## config.mk

```make
export PLATFORM = sky130hd
export DESIGN_NAME = psdma_top
export DESIGN_NICKNAME = d
export VERILOG_FILES = /design/src/rtl/psdma_pkg.sv /design/src/rtl/psdma_fifo.sv /design/src/rtl/psdma_top.sv
export SDC_FILE = /design/constraint.sdc
export NUM_CORES = 2
export LEC_CHECK = 0
export BUFFER_PORTS_ARGS = -buffer_cell sky130_fd_sc_hd__buf_2
export CORE_MARGIN = 2
export CORE_UTILIZATION = 42
export DETAILED_ROUTE_END_ITERATION = 6
export GPL_TIMING_DRIVEN = 0
export PLACE_DENSITY = 0.67
export SLEW_MARGIN = 10
export SYNTH_ARGS = -nofsm -noshare
export SYNTH_HDL_FRONTEND = slang
export SYNTH_HIERARCHICAL = 1
export SYNTH_SLANG_ARGS = --single-unit
```

## constraint.sdc

```tcl
create_clock -name core_clk -period 5.3 [get_ports core_clk]
set_clock_uncertainty 0.2 [all_clocks]
set_input_delay 0.53 -clock core_clk [delete_from_list [all_inputs] [get_ports core_clk]]
set_output_delay 0.53 -clock core_clk [all_outputs]
set_load 0.02 [all_outputs]
```

## src/rtl/psdma_pkg.sv

```systemverilog
// How it works
// Ninety-six byte, twenty-four word DMA buffer
// Stream bytes use buffer; register accesses bypass
// SCSI register reads on low byte lane
// Hardware handles byte alignment and boundary cases
// Scatter-gather over four-kilobyte memory pages
// Address bit six routes SCSI or DMA registers
// SCSI request moves two bytes per handshake
// Burst to memory at sixteen buffered words
// Residue below threshold still delivered
// Memory reads burst into buffer toward SCSI
// Thirty-two bit buffer narrowed to sixteen bits
// Drain applies to disconnected memory writes
// Software checks SCSI interrupt, waits flags zero
// Opcode 01 empties buffer into memory
// Drain completion sets status bit five, silently
// Stranded odd byte fetched by programmed I/O
// Drain not used for interrupted memory reads
// Software idles engine after drain completes
// Idle, program, start, idle again sequence
// Descriptor list built before descriptor transfers
// Working counters readable, read-only
// DMA registers at offsets 40h to 5Ch
// Opcodes: idle, drain, abort, start
// Command written twice, start keeps bits
// Bit seven selects direction, cleared by reset
// Stall handshakes on full or empty buffer
package psdma_pkg;

    localparam int unsigned FIFO_WORDS  = 24;
    localparam int unsigned BURST_WORDS = 16;
    localparam int unsigned PAGE_BITS   = 12;
    localparam int unsigned SEL_BIT     = 6;

    localparam logic [6:0] OFS_CMD  = 7'h40;
    localparam logic [6:0] OFS_SCNT = 7'h44;
    localparam logic [6:0] OFS_SADR = 7'h48;
    localparam logic [6:0] OFS_WCNT = 7'h4c;
    localparam logic [6:0] OFS_WADR = 7'h50;
    localparam logic [6:0] OFS_STAT = 7'h54;
    localparam logic [6:0] OFS_DLS  = 7'h58;
    localparam logic [6:0] OFS_WDC  = 7'h5c;

    localparam int unsigned CMD_DIR = 7;
    localparam int unsigned CMD_LST = 4;
    localparam logic [7:0]  CMD_WMASK = 8'hf3;
    localparam logic [7:0]  CMD_RST   = 8'h00;

    localparam int unsigned ST_ABORT = 1;
    localparam int unsigned ST_DONE  = 3;
    localparam int unsigned ST_SIRQ  = 4;
    localparam int unsigned ST_DRAIN = 5;

    typedef enum logic [1:0] {
        OP_IDLE  = 2'b00,
        OP_DRAIN = 2'b01,
        OP_ABORT = 2'b10,
        OP_START = 2'b11
    } psdma_op_t;

    typedef enum logic [2:0] {
        S_IDLE, S_DESC, S_RUN, S_WLOAD, S_WBEAT, S_RBEAT, S_END
    } psdma_state_t;

    typedef struct packed {
        logic        write;
        logic [31:0] addr;
        logic [31:0] wdata;
        logic [3:0]  be;
    } psdma_mem_t;

endpackage

```

## src/rtl/psdma_fifo.sv

```systemverilog
`timescale 1ns/1ps
module psdma_fifo #(
    parameter int unsigned W     = 32,
    parameter int unsigned DEPTH = 24
) (
    input  wire logic                       core_clk,
    input  wire logic                       srst,
    input  wire logic                       clr,
    input  wire logic                       in_valid,
    output logic                            in_ready,
    input  wire logic [W-1:0]               in_data,
    output logic                            out_valid,
    input  wire logic                       out_ready,
    output logic [W-1:0]                    out_data,
    output logic [$clog2(DEPTH+1)-1:0]      level
);
    localparam int unsigned AW = $clog2(DEPTH);

    initial begin
        if (DEPTH < 2) $error("psdma_fifo depth below two");
    end

    logic [W-1:0]  mem [DEPTH];
    logic [AW-1:0] wp_r;
    logic [AW-1:0] rp_r;
    logic [$clog2(DEPTH+1)-1:0] cnt_r;
    logic push;
    logic pop;

    assign in_ready  = (cnt_r != DEPTH[$clog2(DEPTH+1)-1:0]);
    assign out_valid = (cnt_r != '0);
    assign out_data  = mem[rp_r];
    assign level     = cnt_r;
    assign push      = in_valid & in_ready;
    assign pop       = out_valid & out_ready;

    always_ff @(posedge core_clk) begin
        if (push) begin
            mem[wp_r] <= in_data;
        end
    end

    // Non-power-of-two depth, so pointers wrap explicitly
    always_ff @(posedge core_clk) begin
        if (srst | clr) begin
            wp_r  <= '0;
            rp_r  <= '0;
            cnt_r <= '0;
        end else begin
            if (push) begin
                wp_r <= (wp_r == AW'(DEPTH - 1)) ? '0 : wp_r + 1'b1;
            end
            if (pop) begin
                rp_r <= (rp_r == AW'(DEPTH - 1)) ? '0 : rp_r + 1'b1;
            end
            cnt_r <= cnt_r + (push ? 1'b1 : 1'b0) - (pop ? 1'b1 : 1'b0);
        end
    end

    a_fifo_bound: assert property (@(posedge core_clk) disable iff (srst)
        !(push && cnt_r == DEPTH[$clog2(DEPTH+1)-1:0]) && cnt_r <= DEPTH)
        else $error("buffer over its depth");
endmodule // psdma_fifo

```

## src/rtl/psdma_top.sv

```systemverilog
`timescale 1ns/1ps
module psdma_top #(
    parameter int unsigned DEPTH = psdma_pkg::FIFO_WORDS,
    parameter int unsigned BURST = psdma_pkg::BURST_WORDS
) (
    input  wire logic                 core_clk,
    input  wire logic                 srst,
    input  wire logic                 reg_valid,
    input  wire logic                 reg_write,
    input  wire logic [6:0]           reg_addr,
    input  wire logic [31:0]          reg_wdata,
    input  wire logic [3:0]           reg_be,
    output logic                      reg_ack_r,
    output logic [31:0]               reg_rdata_r,
    output logic                      scsi_cs_r,
    output logic                      scsi_rd_r,
    output logic                      scsi_wr_r,
    output logic [3:0]                scsi_addr_r,
    output logic [7:0]                scsi_wdata_r,
    input  wire logic [7:0]           scsi_rdata,
    input  wire logic                 scsi_irq,
    input  wire logic                 transfer_request,
    input  wire logic [15:0]          scsi_din,
    output logic                      transfer_acknowledge_r,
    output logic [15:0]               scsi_dout_r,
    output logic                      mem_req_r,
    output psdma_pkg::psdma_mem_t     mem_cmd_r,
    input  wire logic                 mem_ack,
    input  wire logic [31:0]          mem_rdata
);
    localparam int unsigned LW = $clog2(DEPTH + 1);

    initial begin
        if (BURST < 1 || BURST > DEPTH) $error("burst must fit the buffer");
    end

    psdma_pkg::psdma_state_t state_r;
    logic [7:0]  cmd_r;
    logic [23:0] scnt_r;
    logic [31:0] sadr_r;
    logic [31:0] dls_r;
    logic [23:0] wcnt_r;
    logic [31:0] wadr_r;
    logic [31:0] wdc_r;
    logic        done_r;
    logic        abort_r;
    logic        drain_done_r;
    logic        drain_r;
    logic        need_desc_r;
    logic        first_r;
    logic [4:0]  beats_r;
    logic        scsi_pend_r;
    logic [15:0] half_r;
    logic        half_v_r;
    logic        fin_valid;
    logic        fin_ready;
    logic [31:0] fin_data;
    logic        fout_valid;
    logic        fout_ready;
    logic [31:0] fout_data;
    logic [LW-1:0] level;
    logic        fclr;
    logic [31:0] status;

    wire dir_r     = cmd_r[psdma_pkg::CMD_DIR];
    wire lst_r     = cmd_r[psdma_pkg::CMD_LST];
    wire run       = (state_r != psdma_pkg::S_IDLE);
    wire dma_sel   = reg_addr[psdma_pkg::SEL_BIT];
    wire wr_dma    = reg_valid & reg_write & dma_sel;
    wire op_wr     = wr_dma & reg_be[0] & (reg_addr == psdma_pkg::OFS_CMD);
    wire [1:0] op  = reg_wdata[1:0];
    wire page_end  = (wadr_r[psdma_pkg::PAGE_BITS-1:2] == '1);
    wire last_word = (wcnt_r <= 24'h000004);
    wire scsi_take = transfer_acknowledge_r & dir_r;
    wire pad_push  = drain_r & half_v_r & ~scsi_take;

    function automatic logic [31:0] merge(input logic [31:0] o,
                                          input logic [31:0] n,
                                          input logic [3:0] be);
        logic [31:0] r;
        r = o;
        for (int i = 0; i < 4; i++) begin
            if (be[i]) r[8*i +: 8] = n[8*i +: 8];
        end
        return r;
    endfunction

    // Final partial word carries only its live byte lanes
    function automatic logic [3:0] tail_be(input logic [23:0] n);
        logic [3:0] r;
        r = 4'hf;
        if (n < 24'h000004) begin
            unique case (n[1:0])
                2'h1: r = 4'h1;
                2'h2: r = 4'h3;
                2'h3: r = 4'h7;
                2'h0: r = 4'h0;
            endcase
        end
        return r;
    endfunction

    ////////////////////////////////////////////////////////////////////////
    // Buffer and funnel

    psdma_fifo #(
        .W     (32),
        .DEPTH (DEPTH)
    ) u_fifo (
        .core_clk  (core_clk),
        .srst      (srst),
        .clr       (fclr),
        .in_valid  (fin_valid),
        .in_ready  (fin_ready),
        .in_data   (fin_data),
        .out_valid (fout_valid),
        .out_ready (fout_ready),
        .out_data  (fout_data),
        .level     (level)
    );

    assign fclr = op_wr & (op == psdma_pkg::OP_ABORT) & run;
    // Stream from either side, never from register traffic
    assign fin_valid = dir_r ? ((scsi_take & half_v_r) | pad_push)
                             : (state_r == psdma_pkg::S_RBEAT & mem_ack);
    assign fin_data  = dir_r ? {(scsi_take ? scsi_din : 16'h0000), half_r}
                             : mem_rdata;
    assign fout_ready = dir_r ? (state_r == psdma_pkg::S_WLOAD)
        : (run & transfer_request & ~transfer_acknowledge_r & ~half_v_r);

    // One cycle gap after every acknowledge keeps the request sampled fresh
    always_ff @(posedge core_clk) begin
        if (srst) begin
            transfer_acknowledge_r <= 1'b0;
        end else if (dir_r) begin
            transfer_acknowledge_r <= run & transfer_request & ~drain_r
                & ~transfer_acknowledge_r & (~half_v_r | fin_ready);
        end else begin
            transfer_acknowledge_r <= run & transfer_request
                & ~transfer_acknowledge_r & (half_v_r | fout_valid);
        end
    end

    always_ff @(posedge core_clk) begin
        if (srst | fclr) begin
            half_r      <= 16'h0000;
            half_v_r    <= 1'b0;
            scsi_dout_r <= 16'h0000;
        end else if (dir_r) begin
            if (scsi_take) begin
                half_r   <= scsi_din;
                half_v_r <= ~half_v_r;
            end else if (pad_push & fin_ready) begin
                half_v_r <= 1'b0;
            end
        end else if (run & transfer_request & ~transfer_acknowledge_r) begin
            if (half_v_r) begin
                scsi_dout_r <= half_r;
                half_v_r    <= 1'b0;
            end else if (fout_valid) begin
                scsi_dout_r <= fout_data[15:0];
                half_r      <= fout_data[31:16];
                half_v_r    <= 1'b1;
            end
        end
    end

    ////////////////////////////////////////////////////////////////////////
    // Register decode and read-back

    always_ff @(posedge core_clk) begin
        if (srst) begin
            cmd_r <= psdma_pkg::CMD_RST;
            scnt_r <= '0;
            sadr_r <= '0;
            dls_r <= '0;
        end else if (wr_dma) begin
            unique case (reg_addr)
                psdma_pkg::OFS_CMD: if (reg_be[0]) begin
                    cmd_r <= reg_wdata[7:0] & psdma_pkg::CMD_WMASK;
                end
                psdma_pkg::OFS_SCNT: scnt_r <= 24'(merge({8'h00, scnt_r},
                                                 reg_wdata, reg_be));
                psdma_pkg::OFS_SADR: sadr_r <= merge(sadr_r, reg_wdata,
                                                     reg_be);
                psdma_pkg::OFS_DLS: dls_r <= merge(dls_r, reg_wdata, reg_be);
                default: ;
            endcase
        end
    end

    always_comb begin
        status = 32'h0;
        status[psdma_pkg::ST_ABORT] = abort_r;
        status[psdma_pkg::ST_DONE]  = done_r;
        status[psdma_pkg::ST_SIRQ]  = scsi_irq;
        status[psdma_pkg::ST_DRAIN] = drain_done_r;
    end

    // SCSI register accesses skip the buffer and answer two cycles after the request
    always_ff @(posedge core_clk) begin
        if (srst) begin
            scsi_cs_r    <= 1'b0;
            scsi_rd_r    <= 1'b0;
            scsi_wr_r    <= 1'b0;
            scsi_addr_r  <= 4'h0;
            scsi_wdata_r <= 8'h00;
            scsi_pend_r  <= 1'b0;
            reg_ack_r    <= 1'b0;
            reg_rdata_r  <= 32'h0;
        end else begin
            scsi_cs_r    <= reg_valid & ~dma_sel;
            scsi_rd_r    <= reg_valid & ~dma_sel & ~reg_write;
            scsi_wr_r    <= reg_valid & ~dma_sel & reg_write;
            scsi_addr_r  <= reg_addr[5:2];
            scsi_wdata_r <= reg_wdata[7:0];
            scsi_pend_r  <= reg_valid & ~dma_sel;
            reg_ack_r    <= (reg_valid & dma_sel) | scsi_pend_r;
            if (scsi_pend_r) begin
                reg_rdata_r <= {24'h000000, scsi_rd_r ? scsi_rdata
                                                      : 8'h00};
            end else if (reg_valid & dma_sel & ~reg_write) begin
                unique case (reg_addr)
                    psdma_pkg::OFS_CMD:  reg_rdata_r <= {24'h0, cmd_r};
                    psdma_pkg::OFS_SCNT: reg_rdata_r <= {8'h0, scnt_r};
                    psdma_pkg::OFS_SADR: reg_rdata_r <= sadr_r;
                    psdma_pkg::OFS_WCNT: reg_rdata_r <= {8'h0, wcnt_r};
                    psdma_pkg::OFS_WADR: reg_rdata_r <= wadr_r;
                    psdma_pkg::OFS_STAT: reg_rdata_r <= status;
                    psdma_pkg::OFS_DLS:  reg_rdata_r <= dls_r;
                    psdma_pkg::OFS_WDC:  reg_rdata_r <= wdc_r;
                    default:             reg_rdata_r <= 32'h0;
                endcase
            end else begin
                reg_rdata_r <= 32'h0;
            end
        end
    end

    ////////////////////////////////////////////////////////////////////////
    // Engine

    always_ff @(posedge core_clk) begin
        if (srst) begin
            state_r      <= psdma_pkg::S_IDLE;
            wcnt_r <= '0;
            wadr_r <= '0;
            wdc_r <= '0;
            done_r <= 1'b0;
            abort_r <= 1'b0;
            drain_done_r <= 1'b0;
            drain_r      <= 1'b0;
            need_desc_r  <= 1'b0;
            first_r      <= 1'b0;
            beats_r      <= '0;
            mem_req_r    <= 1'b0;
            mem_cmd_r    <= '0;
        end else if (op_wr & (op == psdma_pkg::OP_ABORT) & run) begin
            state_r   <= psdma_pkg::S_IDLE;
            abort_r   <= 1'b1;
            drain_r   <= 1'b0;
            mem_req_r <= 1'b0;
        end else if (op_wr & (op == psdma_pkg::OP_START) & ~run) begin
            wcnt_r       <= scnt_r;
            wadr_r       <= sadr_r;
            wdc_r        <= dls_r;
            need_desc_r  <= reg_wdata[psdma_pkg::CMD_LST];
            first_r      <= 1'b1;
            done_r <= 1'b0;
            abort_r <= 1'b0;
            drain_done_r <= 1'b0;
            state_r      <= psdma_pkg::S_RUN;
        end else if (op_wr & (op == psdma_pkg::OP_IDLE)) begin
            state_r   <= psdma_pkg::S_IDLE;
            drain_r   <= 1'b0;
            mem_req_r <= 1'b0;
        end else begin
            if (op_wr & (op == psdma_pkg::OP_DRAIN) & dir_r & run) begin
                drain_r <= 1'b1;
            end
            unique case (state_r)
                psdma_pkg::S_IDLE: ;
                psdma_pkg::S_END: done_r <= 1'b1;
                psdma_pkg::S_RUN: begin
                    beats_r <= '0;
                    if (wcnt_r == '0) begin
                        state_r <= psdma_pkg::S_END;
                    end else if (need_desc_r & lst_r) begin
                        mem_req_r       <= 1'b1;
                        mem_cmd_r.write <= 1'b0;
                        mem_cmd_r.addr  <= wdc_r;
                        mem_cmd_r.be    <= 4'hf;
                        state_r         <= psdma_pkg::S_DESC;
                    end else if (dir_r) begin
                        if (level >= LW'(BURST)
                            || (level != '0 && {level, 2'b00} >= wcnt_r)
                            || (drain_r && level != '0)) begin
                            state_r <= psdma_pkg::S_WLOAD;
                        end else if (drain_r & ~half_v_r) begin
                            drain_r      <= 1'b0;
                            drain_done_r <= 1'b1;
                        end
                    end else if (level < LW'(DEPTH)) begin
                        mem_req_r       <= 1'b1;
                        mem_cmd_r.write <= 1'b0;
                        mem_cmd_r.addr  <= wadr_r;
                        mem_cmd_r.be    <= tail_be(wcnt_r);
                        state_r         <= psdma_pkg::S_RBEAT;
                    end
                end
                psdma_pkg::S_DESC: if (mem_ack) begin
                    mem_req_r   <= 1'b0;
                    wadr_r      <= {mem_rdata[31:psdma_pkg::PAGE_BITS],
                        first_r ? sadr_r[psdma_pkg::PAGE_BITS-1:0]
                                : 12'h000};
                    wdc_r       <= wdc_r + 32'h4;
                    first_r     <= 1'b0;
                    need_desc_r <= 1'b0;
                    state_r     <= psdma_pkg::S_RUN;
                end
                psdma_pkg::S_WLOAD: begin
                    mem_req_r       <= 1'b1;
                    mem_cmd_r.write <= 1'b1;
                    mem_cmd_r.addr  <= wadr_r;
                    mem_cmd_r.wdata <= fout_data;
                    mem_cmd_r.be    <= tail_be(wcnt_r);
                    state_r         <= psdma_pkg::S_WBEAT;
                end
                psdma_pkg::S_WBEAT, psdma_pkg::S_RBEAT: if (mem_ack) begin
                    wadr_r      <= wadr_r + 32'h4;
                    wcnt_r      <= last_word ? 24'h0 : wcnt_r - 24'h4;
                    beats_r     <= beats_r + 5'h1;
                    need_desc_r <= page_end;
                    mem_cmd_r.addr <= wadr_r + 32'h4;
                    mem_cmd_r.be   <= tail_be(last_word ? 24'h0
                                                        : wcnt_r - 24'h4);
                    // Bursts stop at page ends so the next page is looked up
                    if (state_r == psdma_pkg::S_WBEAT) begin
                        mem_req_r <= 1'b0;
                        state_r   <= (32'(beats_r) + 1 < BURST && level != '0
                            && !last_word && !page_end)
                            ? psdma_pkg::S_WLOAD : psdma_pkg::S_RUN;
                    end else if (!(32'(beats_r) + 1 < BURST && !last_word
                                   && !page_end
                                   && 32'(level) + 1 < DEPTH)) begin
                        mem_req_r <= 1'b0;
                        state_r   <= psdma_pkg::S_RUN;
                    end
                end
            endcase
        end
    end

    ////////////////////////////////////////////////////////////////////////
    // Checks

    a_route_scsi: assert property (@(posedge core_clk) disable iff (srst)
        reg_valid && !dma_sel |=> scsi_cs_r ##1 reg_ack_r)
        else $error("SCSI access not routed");
    a_route_dma: assert property (@(posedge core_clk) disable iff (srst)
        reg_valid && dma_sel |=> reg_ack_r && !scsi_cs_r)
        else $error("DMA access not routed");
    a_scsi_lane: assert property (@(posedge core_clk) disable iff (srst)
        scsi_pend_r |=> reg_rdata_r[31:8] == 24'h0)
        else $error("upper lanes not null");
    a_full_stall: assert property (@(posedge core_clk) disable iff (srst)
        scsi_take && half_v_r |-> fin_ready)
        else $error("SCSI word lost at full buffer");
    a_burst_len: assert property (@(posedge core_clk) disable iff (srst)
        32'(beats_r) <= BURST)
        else $error("burst longer than threshold");
    a_drain_done: assert property (@(posedge core_clk) disable iff (srst)
        $rose(drain_done_r) |-> level == '0 && !half_v_r)
        else $error("drain flagged with data left");
    a_abort_op: assert property (@(posedge core_clk) disable iff (srst)
        op_wr && op == psdma_pkg::OP_ABORT && run
        |=> state_r == psdma_pkg::S_IDLE && abort_r && level == '0)
        else $error("abort not taken");
    a_start_load: assert property (@(posedge core_clk) disable iff (srst)
        op_wr && op == psdma_pkg::OP_START && !run
        |=> wcnt_r == $past(scnt_r) && state_r == psdma_pkg::S_RUN)
        else $error("start did not load counters");
    a_narrow: assert property (@(posedge core_clk) disable iff (srst)
        transfer_acknowledge_r && !dir_r
        |-> $past(half_v_r) || $past(fout_valid))
        else $error("SCSI fed from empty buffer");
endmodule // psdma_top

```

==> parameters.txt <==
Parameter                              Value

Placed design
  Cells after DPL    5550
  Detailed placer's ending HPWL    roughly 120000 um
  Final weighted congestion of routability-driven global placement    ~1.1
  Setup Slack @ Placement    23.1 ps
  # port buffers    about 240
  Cell Area, Placed    around 0.052 mm2

Job
  Number of violations of the max-capacitance limit    0

Final layout
  Design area    around 0.057 mm2
  Final core area utilization    49.5%
  Final non-filler cell total    about 5800
  Total Nets Final    4328
  Area overhead of the layout relative to synthesis    17.0%
  Number of filler instances in the final layout    around 9900
  Layout cell share with drive strength beyond 1    17.8%

GRT
  Global-route wire length before repair    241000 um
  Antenna violations before repair    13
  GRT Util Overall    28.4%
  Largest net degree at the start of global routing    26
  Remaining Overflow, GRT    0
  Vias in the first global route    33200

Drt
  Sum of routed wire length over all layers    172000 um
  Average wire per cell in the routed design    29.6 um
  Number of DRC violations after detailed-routing iteration 0    about 5000
  Detailed-route DRC error count    2
  Post-detailed-route count of antenna-violating nets    0
  Vias/cell    just over 6
  Routed via count    35900
  First-pass DRT Iterations    7

STA
  Slew HR    between 6 and 7%
  Final period utilization    95.7%
  Fin crit period    5070 ps
  Worst-case setup margin in the final layout    227 ps
  Final-layout setup total negative slack    0 ps
  Count of pins over their slew limit    0
  Maximum frequency from static timing analysis    197 MHz
  Final hold violations    0
  Least-Margin Pin Slew    ~1400 ps
  Total of endpoints with negative setup slack in the final report    0

Logic synthesis
  Cell with the most instances after synthesis    edfxtp_1
  Post-synthesis net count    3890
  Post-synthesis sequential element count    between 1000 and 1500
  Avg Inst Size Synth    12.9 um2
  Cell count after synthesis    3760
  Leading cell types by count after synthesis    edfxtp_1 (768), nor2_1 (377), dfxtp_1 (368), nand2_1 (312), mux2i_1 (289)
  Share of synthesized registers carrying an async set or reset    0%
  Synth top area cells    edfxtp_1 (48%), dfxtp_1 (15%), mux2i_1 (6.0%)
  Distinct cell type count of the synthesized netlist    89
  Share of the synthesized area in the top cell type    47.7%
  Count of flip-flops with a built-in enable after synthesis    768
  Top cell type by total area after synthesis    edfxtp_1
  Count of warnings emitted by yosys    6
  Sequential share of the synthesized area    roughly 63%
  Commonest register cell after synthesis    edfxtp_1
  Netlist area before placement    around 0.048 mm2

Clock network
  Number of buffers inserted to repair setup after CTS    0
  Clock tree from TritonCTS    yes
  Clock slew seen by the registers of the worst setup and hold paths    70 ps
  Latest clock arrival within the worst-skew pair    750 ps
  Number of buffers inserted during clock tree synthesis    roughly 110
  Root Driver    clkbuf_16
  Number of H-tree levels    3
  # clock sinks    1136
  Max Buffers Root-to-Sink    3

Floorplan
  Placeable Area    0.114 mm2
  Die width    343 um
  Overall die height    roughly 340 um
  Number of core rows    124
  Initial core utilization    42.3%
  I/O Pins    241
  DIE AREA    0.118 mm2

Worst hold path
  Class of the most critical hold timing path    in2reg

Power
  Static Leakage    18.5 nW
  Power density of the placed cells    roughly 410 mW/mm2
  Peak supply drop    0.288 mV

Setup path
  Type of element capturing the critical path    flop
  Data arrival time of the critical path    5420 ps
  Req. time, crit path    5650 ps
  Maximum net fanout on the critical path    10
  Crit Path Class    reg2reg
  Startpoint Class    flop

Run status
  Violations in the final reports    DRC
  Run status    finished with violations
-- worst max-delay path, cell delays in order, from the launching register on --
cell and delay, ps:
dfxtp_1 360, clkbuf_1 630, clkbuf_2 450, clkdlybuf4s15_2 620, clkbuf_1 510, nand3_1 130, o31ai_1 210, nand2_1 240
inv_1 110, ha_1 220, inv_1 50, ha_1 160, inv_1 60, fa_1 370, nand2b_1 170, a21oi_1 200
o21ai_0 90, nor3b_1 140
-- per-layer routing --
| layer | vias to the layer above | GRT usage (%) | wire [um] |
|---|---|---|---|
| li1 | 15200 | - | - |
| met1 | 17800 | 39.6 | 68100 |
| met2 | 2428 | 41.5 | 73000 |
| met3 | 445 | 8.66 | 23200 |
| met4 | 12 | 10.9 | 7650 |
| met5 | - | 0 | 109 |
-- where the power goes --
part           total (W)  internal [W]  switching [W]
Sequential        0.0102       0.00977       0.000433
Combinational    0.00540       0.00198        0.00342
Clock            0.00776       0.00429        0.00347
Total             0.0234        0.0160        0.00733
-- flip-flops by register name, summed over array words and instances, names as in the netlist, 5 cells and up, named ones only --
name	flops
sadr_r	32
cmd_r	6
half_r	16
scsi_wdata_r	8
mem_cmd_r	69
u_fifo/mem	768
scnt_r	24
u_fifo/level	5
beats_r	5
wdc_r	32
dls_r	32
scsi_dout_r	16
u_fifo/wp_r	5
wcnt_r	24
wadr_r	32
reg_rdata_r	32
u_fifo/rp_r	5
-- what timing repair did --
action,CTS,global route
hold buffers,49,0
setup endpoints to repair,1,1
gates resized for setup,2,2
hold endpoints to repair,100,0
-- through the flow --
stage                     total power [W]  hold slack (ps)
final                              0.0234             21.7
after detailed placement           0.0156              246
after global routing               0.0241             17.8
after floorplan                    0.0137              236
after CTS                          0.0233             2.67
after global placement             0.0155              241
-- cells in the final DEF (no fill, tap or decap), types with 20 or more instances in the layout --
master / netlist / routed
ha_1: 23 / 23
buf_2: 44 / 282
o31ai_1: 20 / 20
nor2_4: 1 / 25
dfxtp_1: 368 / 368
nand4_1: 24 / 24
a211oi_1: 74 / 74
inv_1: 47 / 48
o21ai_0: 159 / 143
clkbuf_16: 0 / 110
a21oi_1: 202 / 202
a221oi_1: 47 / 47
nor2b_1: 22 / 22
a22oi_1: 76 / 76
mux2_2: 56 / 56
edfxtp_1: 768 / 768
a32oi_1: 24 / 24
clkbuf_1: 177 / 208
nor2_1: 377 / 353
mux4_2: 119 / 119
dlygate4sd3_1: 0 / 49
a2bb2oi_1: 34 / 34
nor3_1: 56 / 56
and3_1: 25 / 25
nand3_1: 107 / 107
mux2i_1: 289 / 289
nand2_1: 312 / 312
-- final timing paths --
kind / cells after the start / endpoint / start / slack (ps)
max reg2reg: 17 / u_fifo/level[4] / cmd_r[7] / 230
min reg2reg: 2 / mem_cmd_r[11] / mem_cmd_r[11] / 250
min: 3 / sadr_r[1] / reg_wdata[1] / 20
max: 17 / u_fifo/level[4] / cmd_r[7] / 230
-- area by class of cell --
cell class	count	area [um2]	share of cell area (%)
clock inverters	47	495	0.876
multi-input cells	2311	16700	29.6
inverters	47	176	0.312
plain buffers	266	1230	2.18
repair buffers	327	2510	4.45
clock buffers	154	3050	5.39
well taps	1512	1890	3.34
flip-flops and latches	1136	30400	53.8
diodes	8	20.0	0.0354
-- cell families after synthesis --
logic type               share of synthesized area [%]
flip-flops                                        62.9
AND/OR/NAND/NOR                                   10.1
AO/OA/AOI/OAI                                     10.2
multiplexers                                      12.8
buffers and inverters                             2.90
adder cells (fa/ha/maj)                          0.637
XOR/XNOR                                         0.362
(Power assumes the default switching activity.)
